## src/verilog/bch_cfg_map.vh

```
`ifndef BCH_CFG_MAP_VH
`define BCH_CFG_MAP_VH

// Dword byte addresses of the header window
`define BCH_OFS_CLASS_REV    8'h08
`define BCH_OFS_HDR_LAT_CLS  8'h0c
`define BCH_OFS_RSVD_LO      8'h10
`define BCH_OFS_RSVD_HI      8'h14
`define BCH_OFS_BUS_NUMS     8'h18

// Fixed identification values
`define BCH_PROG_IF          8'h00
`define BCH_SUB_CLASS        8'h04
`define BCH_BASE_CLASS       8'h06
`define BCH_HDR_TYPE_BRIDGE  7'h01
`define BCH_HDR_TYPE_ENDPT   7'h00
`define BCH_MULTI_FUNC       1'h0

// Field positions
`define BCH_CLS_LSB          2
`define BCH_CLS_MSB          5

// Reset values
`define BCH_RST_BYTE         8'h00
`define BCH_RST_CLS          4'h0

`endif
```

## src/verilog/bch_cfg_hdr.v

```verilog
`timescale 1ns/1ps
`include "bch_cfg_map.vh"

module bch_cfg_hdr #(
  parameter [7:0] REVISION = 8'h01  // Arbitrary value, set per silicon step
) (
  // Clock and reset
  input  wire        CLK_I,
  input  wire        RESET_N_I,
  // APB slave
  input  wire        PSEL_I,
  input  wire        PENABLE_I,
  input  wire        PWRITE_I,
  input  wire [7:0]  PADDR_I,
  input  wire [31:0] PWDATA_I,
  input  wire [3:0]  PSTRB_I,
  output wire        PREADY_O,
  output wire [31:0] PRDATA_O,
  output wire        PSLVERR_O,
  // Bridge operating mode
  input  wire        REVERSE_I,
  input  wire        TRANSPARENT_I,
  input  wire        SEC_PCI_MODE_I,
  // Register contents to the bridge
  output wire [3:0]  CACHE_LINE_O,
  output wire [7:0]  PRI_LATENCY_O,
  output wire [7:0]  PRI_BUS_O,
  output wire [7:0]  SEC_BUS_O,
  output wire [7:0]  SUB_BUS_O,
  output wire [7:0]  SEC_LATENCY_O
);

  // Stored register fields
  reg  [3:0]  cls_r;
  reg  [7:0]  pri_lat_r;
  reg  [7:0]  pri_bus_r;
  reg  [7:0]  sec_bus_r;
  reg  [7:0]  sub_bus_r;
  reg  [7:0]  sec_lat_r;

  // Their next values
  reg  [3:0]  cls_nxt;
  reg  [7:0]  pri_lat_nxt;
  reg  [7:0]  pri_bus_nxt;
  reg  [7:0]  sec_bus_nxt;
  reg  [7:0]  sub_bus_nxt;
  reg  [7:0]  sec_lat_nxt;

  // Bus answer flops and their next values
  reg         pready_r;
  reg  [31:0] prdata_r;
  reg         pslverr_r;
  reg         pready_nxt;
  reg  [31:0] prdata_nxt;
  reg         pslverr_nxt;

  // Read mux result
  reg  [31:0] rd_nxt;

  // Handshake qualifiers
  wire        acc_phase;
  wire        first_acc;
  wire        wr_go;
  wire        rd_go;

  // Address decode
  wire        hit_class;
  wire        hit_hdr;
  wire        hit_rsvd;
  wire        hit_bus;
  wire        hit_any;

  // Mode-dependent writability
  wire        pri_lat_wr;
  wire        sec_lat_wr;

  // Write enables per field
  wire        cls_we;
  wire        pri_lat_we;
  wire [3:0]  bus_lane_ok;
  wire [3:0]  bus_lane_we;

  // Assembled read words
  wire [6:0]  hdr_type;
  wire [7:0]  cls_byte;
  wire [7:0]  hdr_byte;
  wire [31:0] class_word;
  wire [31:0] hdr_word;
  wire [31:0] bus_word;

  // Loop index for the byte lanes
  genvar      lane;

  // Access phase of a selected transfer
  assign acc_phase = PSEL_I & PENABLE_I;

  // First access edge; ready is raised for the edge after it
  // Exactly one wait state, the bridge side never stalls here
  // Back-to-back setup after ready drops penable, so no double answer
  assign first_acc = acc_phase & ~pready_r;

  // A write lands only at the edge where ready stands
  assign wr_go = acc_phase & pready_r & PWRITE_I;

  // Read data captured one edge early so it stands with ready
  assign rd_go = first_acc & ~PWRITE_I;

  // Full byte compare, so a misaligned address counts as unmapped
  // Offsets 10h and 14h decode as mapped but hold no storage
  assign hit_class = (PADDR_I == `BCH_OFS_CLASS_REV);
  assign hit_hdr   = (PADDR_I == `BCH_OFS_HDR_LAT_CLS);
  assign hit_rsvd  = (PADDR_I == `BCH_OFS_RSVD_LO) | (PADDR_I == `BCH_OFS_RSVD_HI);
  assign hit_bus   = (PADDR_I == `BCH_OFS_BUS_NUMS);
  assign hit_any   = hit_class | hit_hdr | hit_rsvd | hit_bus;

  // Forward bridge freezes the primary timer, reverse the secondary
  // Stored values survive a mode change; only writes are blocked
  assign pri_lat_wr = REVERSE_I;
  assign sec_lat_wr = ~REVERSE_I & SEC_PCI_MODE_I;

  // Reverse primary side is taken as conventional PCI, so no extra gate;
  // a primary bus mode input would slot in beside REVERSE_I
  // if a part ever offers the reverse bridge without it.

  // Cache line lane; only bits 5:2 have storage
  // Other bits of the lane are dropped on the floor
  assign cls_we = wr_go & hit_hdr & PSTRB_I[0];

  // Primary latency lane, dropped while the timer is read-only
  // Lanes 2 and 3 of this word are fixed and never written
  assign pri_lat_we = wr_go & hit_hdr & PSTRB_I[1] & pri_lat_wr;

  // Lane gates of the bus number word; only the top lane depends on mode
  // Bus numbers themselves are always writable
  assign bus_lane_ok = {sec_lat_wr, 3'h7};

  // One write enable per byte lane of the bus number word
  // Lanes are independent so software may update one number alone
  generate
    for (lane = 0; lane < 4; lane = lane + 1) begin : g_bus_lane
      assign bus_lane_we[lane] = wr_go & hit_bus & PSTRB_I[lane] & bus_lane_ok[lane];
    end
  endgenerate

  // Header layout follows transparency
  // Endpoint layout is reported in non-transparent mode
  assign hdr_type = TRANSPARENT_I ? `BCH_HDR_TYPE_BRIDGE : `BCH_HDR_TYPE_ENDPT;

  // Unimplemented cache line bits read as zero
  // No flops behind them, so nothing to clear at reset
  assign cls_byte = {2'h0, cls_r, 2'h0};

  // Single function flag above the layout code
  // Constant zero; no multi-function decode exists
  assign hdr_byte = {`BCH_MULTI_FUNC, hdr_type};

  // Identification word: all constants, nothing to store
  // Revision comes from the parameter, one value per silicon step
  assign class_word = {`BCH_BASE_CLASS, `BCH_SUB_CLASS, `BCH_PROG_IF, REVISION};

  // Header word; top byte is reserved and reads zero
  // Latency byte shows the stored value in either direction
  assign hdr_word = {8'h00, hdr_byte, pri_lat_r, cls_byte};

  // Bus number word
  // Secondary latency byte reads back even while frozen
  assign bus_word = {sec_lat_r, sub_bus_r, sec_bus_r, pri_bus_r};

  // Read mux; reserved words answer zero without an error
  always @* begin
    rd_nxt = 32'h0000_0000;
    case (PADDR_I)
      // Identification
      `BCH_OFS_CLASS_REV: begin
        rd_nxt = class_word;
      end
      // Cache line, latency and layout
      `BCH_OFS_HDR_LAT_CLS: begin
        rd_nxt = hdr_word;
      end
      // Reserved pair
      `BCH_OFS_RSVD_LO, `BCH_OFS_RSVD_HI: begin
        rd_nxt = 32'h0000_0000;
      end
      // Bus numbers and secondary latency
      `BCH_OFS_BUS_NUMS: begin
        rd_nxt = bus_word;
      end
      // Outside this header window
      default: begin
        rd_nxt = 32'h0000_0000;
      end
    endcase
  end

  // Next ready pulse, error flag and read data
  // Read data is forced to zero outside its answer so stale words never linger
  always @* begin
    pready_nxt  = first_acc;
    pslverr_nxt = first_acc & ~hit_any;
    prdata_nxt  = 32'h0000_0000;
    if (rd_go) begin
      prdata_nxt = rd_nxt;
    end
  end

  // Cache line bits hold unless lane 0 is written
  // One-hot use is up to software; any pattern is stored
  always @* begin
    if (cls_we) begin
      cls_nxt = PWDATA_I[`BCH_CLS_MSB:`BCH_CLS_LSB];
    end else begin
      cls_nxt = cls_r;
    end
  end

  // Primary latency timer next value
  // Holds whenever the timer is read-only
  always @* begin
    if (pri_lat_we) begin
      pri_lat_nxt = PWDATA_I[15:8];
    end else begin
      pri_lat_nxt = pri_lat_r;
    end
  end

  // Primary bus number next value
  // Lane 0 of the bus number word
  always @* begin
    if (bus_lane_we[0]) begin
      pri_bus_nxt = PWDATA_I[7:0];
    end else begin
      pri_bus_nxt = pri_bus_r;
    end
  end

  // Secondary bus number next value
  // Lane 1 of the bus number word
  always @* begin
    if (bus_lane_we[1]) begin
      sec_bus_nxt = PWDATA_I[15:8];
    end else begin
      sec_bus_nxt = sec_bus_r;
    end
  end

  // Subordinate bus number next value
  // Lane 2 of the bus number word
  always @* begin
    if (bus_lane_we[2]) begin
      sub_bus_nxt = PWDATA_I[23:16];
    end else begin
      sub_bus_nxt = sub_bus_r;
    end
  end

  // Secondary latency timer next value
  // Lane 3, gated by the bridge direction and SEC_PCI_MODE_I
  always @* begin
    if (bus_lane_we[3]) begin
      sec_lat_nxt = PWDATA_I[31:24];
    end else begin
      sec_lat_nxt = sec_lat_r;
    end
  end

  // Bus answer flops
  // Ready is a one-cycle pulse; error and data stand with it only
  always @(posedge CLK_I or negedge RESET_N_I) begin
    if (!RESET_N_I) begin
      pready_r  <= 1'b0;
      prdata_r  <= 32'h0000_0000;
      pslverr_r <= 1'b0;
    end else begin
      pready_r  <= pready_nxt;
      prdata_r  <= prdata_nxt;
      pslverr_r <= pslverr_nxt;
    end
  end

  // Cache line storage
  // Cleared by reset, so no line size is selected until software sets one
  always @(posedge CLK_I or negedge RESET_N_I) begin
    if (!RESET_N_I) begin
      cls_r <= `BCH_RST_CLS;
    end else begin
      cls_r <= cls_nxt;
    end
  end

  // Primary latency storage
  // Reset value is also what a forward bridge keeps reading
  always @(posedge CLK_I or negedge RESET_N_I) begin
    if (!RESET_N_I) begin
      pri_lat_r <= `BCH_RST_BYTE;
    end else begin
      pri_lat_r <= pri_lat_nxt;
    end
  end

  // Primary bus number storage
  // Enumeration software fills it after reset
  always @(posedge CLK_I or negedge RESET_N_I) begin
    if (!RESET_N_I) begin
      pri_bus_r <= `BCH_RST_BYTE;
    end else begin
      pri_bus_r <= pri_bus_nxt;
    end
  end

  // Secondary bus number storage
  // Cleared so no bus is claimed before enumeration
  always @(posedge CLK_I or negedge RESET_N_I) begin
    if (!RESET_N_I) begin
      sec_bus_r <= `BCH_RST_BYTE;
    end else begin
      sec_bus_r <= sec_bus_nxt;
    end
  end

  // Subordinate bus number storage
  // Cleared together with the secondary number
  always @(posedge CLK_I or negedge RESET_N_I) begin
    if (!RESET_N_I) begin
      sub_bus_r <= `BCH_RST_BYTE;
    end else begin
      sub_bus_r <= sub_bus_nxt;
    end
  end

  // Secondary latency storage
  // Same reset value in both directions
  always @(posedge CLK_I or negedge RESET_N_I) begin
    if (!RESET_N_I) begin
      sec_lat_r <= `BCH_RST_BYTE;
    end else begin
      sec_lat_r <= sec_lat_nxt;
    end
  end

  // Bus answer outputs straight from flops
  assign PREADY_O      = pready_r;
  assign PRDATA_O      = prdata_r;
  assign PSLVERR_O     = pslverr_r;

  // Field contents to the bridge, straight from flops
  assign CACHE_LINE_O  = cls_r;
  assign PRI_LATENCY_O = pri_lat_r;
  assign PRI_BUS_O     = pri_bus_r;
  assign SEC_BUS_O     = sec_bus_r;
  assign SUB_BUS_O     = sub_bus_r;
  assign SEC_LATENCY_O = sec_lat_r;

endmodule

```

## config.mk

```make
export PLATFORM = sky130hd
export DESIGN_NAME = bch_cfg_hdr
export DESIGN_NICKNAME = d
export VERILOG_FILES = /design/src/verilog/bch_cfg_hdr.v
export VERILOG_INCLUDE_DIRS = /design/src /design/src/verilog
export SDC_FILE = /design/constraint.sdc
export NUM_CORES = 1
export LEC_CHECK = 0
export ABC_AREA = 1
export BUFFER_PORTS_ARGS = -buffer_cell sky130_fd_sc_hd__buf_2
export CAP_MARGIN = 10
export CORE_MARGIN = 3
export CORE_UTILIZATION = 45
export DETAILED_ROUTE_END_ITERATION = 7
export HOLD_SLACK_MARGIN = 0.1
export PLACE_DENSITY = 0.79
export SETUP_SLACK_MARGIN = 0.5
export SKIP_LAST_GASP = 1
export SLEW_MARGIN = 15
export SYNTH_ARGS = -nofsm -noshare
export SYNTH_HDL_FRONTEND = slang
export SYNTH_SLANG_ARGS = --single-unit
```

## constraint.sdc

```tcl
create_clock -name CLK_I -period 1.43 [get_ports CLK_I]
set_input_delay 0.143 -clock CLK_I [delete_from_list [all_inputs] [get_ports CLK_I]]
set_output_delay 0.143 -clock CLK_I [all_outputs]
set_load 0.02 [all_outputs]
```

==> results by group <==
Status
  • Outcome: complete, no violations

Power
  • Worst VDD drop: around 0.54 mV
  • P per Cell Area: 717 nW/um2
  • Pleak: 0.00309 uW
  • Tot Pwr: roughly 4200 uW

Route
  • Routed Antenna Nets: 0
  • Vias: 3,860
  • TritonRoute pass-1 iters: 5
  • Number of DRC markers in iteration 0: between 200 and 300
  • WL final: 12,700 um
  • Vias per inst: about 5.4
  • Detailed-route DRC error count: 0
  • Routed len/inst: 17.6 um

Final layout
  • Syn-to-layout area delta: 74.1%
  • Commonest non-fill, non-tap cell in the layout: nand2_1
  • Nets: 666
  • Post-route cell area: roughly 5900 um2
  • Share of cells above drive strength 1: 45.1%
  • Most frequent cells in the layout: 113 x nand2_1, 79 x buf_6, 77 x dfrtp_1

Global routing
  • Vias in the first global route: 3,841
  • Global-route wire length before repair: 18,700 um
  • Antenna violations before repair: 1
  • Gr usage total: between 20% and 30%
  • Largest net degree at the start of global routing: 36
  • Overflow after GRT: 0

Yosys
  • #FFs+latches synth: between 70 and 80
  • Syn nets: between 400 and 500
  • Synth top area share: between 50% and 60%
  • Synth Cell Area: 3400 um2
  • Avg Cell Area, Syn: 8.81 um2
  • Synthesis Warnings: 0
  • Syn Inst Count: between 300 and 400
  • Netlist cell types: 18
  • Sequential area share after synthesis: 57.4%
  • Synth area leaders: dfrtp_1 57%, nand2_1 14%, nand4_1 8.1%
  • Post-synth top area cell: dfrtp_1

Clock network
  • Clk_lat worst skew: approximately 350 ps
  • Clk sink count: 78
  • CTS H-tree depth: 3
  • CTS buffer count: 9
  • Clock transition at the registers of the reported paths: 90 ps
  • CTS tree: yes
  • CTS Buffer Depth: 2
  • Clk root buf: clkbuf_8

Die
  • Io pins: 130
  • Row cnt: 31
  • Die Y: 93.0 um
  • Initial Util: 46.7%
  • Die X: 93.0 um
  • Die ar.: around 8600 um2
  • Core Area: 7290 um2

Worst setup path
  • Reg2reg start: PREADY_O$_DFF_PN0_
  • Worst setup path category: flop to flop
  • Critical path origin: PREADY_O$_DFF_PN0_
  • CP Data Required Time: 1700 ps
  • Crit-path slowest cell: dfrtp_2
  • CP Launch Type: flop
  • Worst path cell trace: buf_4, nor2_4, inv_2, nor2_4, buf_6, nand2_8, nor2_2
  • Buf+Inv Stages, Crit Path: 3
  • Worst Path Max Fanout: 7
  • Slowest cell delay on critical path: 420 ps
  • Worst EP arrival: 1590 ps
  • Most common cell on crit path: nor2_4
  • Critical path capture point type: flop
  • CP delay by family, top: simple AND/OR/NAND/NOR gates

Timing
  • Final worst path period need: between 1000 and 1500 ps
  • Worst-case clock skew: 11.9 ps
  • Fmax: 757 MHz
  • Hold slack: 158 ps
  • Least-Margin Pin Slew: 466 ps
  • Setup violations, final: 0
  • Crit share post-route: between 90 and 100%
  • Final Hold Viols: 0
  • Count of pins over their slew limit: 0
  • Rel. slew slack: 68.9%
  • RSZ-0062 raised after global routing: true

Min path
  • Hold_sp: PSTRB_I[2]
  • Hold Path Class: primary input to flop

Job
  • Max-Cap Viols: 0

Place
  • Post-Place Cell Area: between 4000 and 5000 um2
  • Detailed Place HPWL: between 6000 and 7000 um
  • IO Port Bufs: about 130
  • Placer Congestion: 0.865
-- registers in the layout (all words and copies together), names as in the netlist, 4 cells and up --
signal         flops
PRI_LATENCY_O      8
CACHE_LINE_O       4
SEC_LATENCY_O      8
PRI_BUS_O          8
PRDATA_O          32
SUB_BUS_O          8
SEC_BUS_O          8
-- logic make-up after synthesis --
family,count (synthesis),synth area share [%]
AOI/OAI and AO/OA,4,0.588
buffers and inverters,44,6.29
DFF,78,57.4
and+or+nand+nor,260,35.7
-- Yosys cell counts --
master	count
dfrtp_1	78
nand4_1	44
nor2_8	1
nor2_4	2
nand3_2	1
nor2_1	27
clkbuf_1	3
nand3_1	36
clkinv_1	1
nand2_1	131
inv_1	22
buf_4	3
a21oi_1	4
buf_2	12
nand2_2	2
and3b_1	1
nor2_2	15
buf_6	3
-- final timing paths --
kind / endpoint / slack (ps) / depth (start not counted)
hold reg to reg: PRI_BUS_O[0]$_DFFE_PN0P_ / 570 / 2
setup / recovery: PRDATA_O[9]$_DFF_PN0_ / 110 / 7
setup reg to reg: PRDATA_O[9]$_DFF_PN0_ / 110 / 7
min in group asynchronous: PSLVERR_O$_DFF_PN0_ / 290 / 2
max in group asynchronous: PRI_LATENCY_O[7]$_DFFE_PN0P_ / 590 / 3
hold / removal: SUB_BUS_O[1]$_DFFE_PN0P_ / 160 / 3
-- metrics by stage --
step	worst slack [ps]	TNS (ps)	utilization, %	instances
6_report	109	0	81.2	719
4_1_cts	216	0	77.5	705
2_1_floorplan	280	0	-	386
5_1_grt	66.2	0	81.2	719
3_3_place_gp	-63.9	-1660	57.9	609
3_5_place_dp	-151	-3470	57.9	609
-- per-layer routing --
layer	wire [um]	track usage (%)	vias to the layer above	share of wire, %
met5	0	0	-	0
met4	564	14.9	0	4.5
met3	995	5.36	55	7.9
met2	6440	48.3	232	51
met1	4650	33.6	1848	37
li1	-	-	1725	-
-- worst min-delay path, stage by stage --
cell and delay [ps]:
buf_2 170, nand4_1 100, nand2_1 40
-- final cells by class --
type / count / area (um2)
diodes: 1 / 2.50
inverters: 23 / 91.3
flip-flops and latches: 78 / 1950
repair buffers: 237 / 2120
clock buffers: 9 / 124
multi-input cells: 265 / 1440
clock inverters: 7 / 73.8
well taps: 99 / 124
fillers: 410 / 1370
-- repair_timing --
action / in CTS / in global routing
setup endpoints to repair: 154 / 154
gates resized for setup: 162 / 44
pin swaps: 2 / 7
gates cloned: 0 / 1
endpoints found under the hold margin: 74 / 0
setup buffers: 47 / 12
hold buffers: 33 / 0
-- report_power, final --
group / internal, uW / switching, uW / total (uW)
clock network: 813 / 843 / 1660
registers: 2210 / 4.02 / 2210
logic: 170 / 208 / 378
total: 3190 / 1060 / 4250
(Power assumes the default switching activity.)
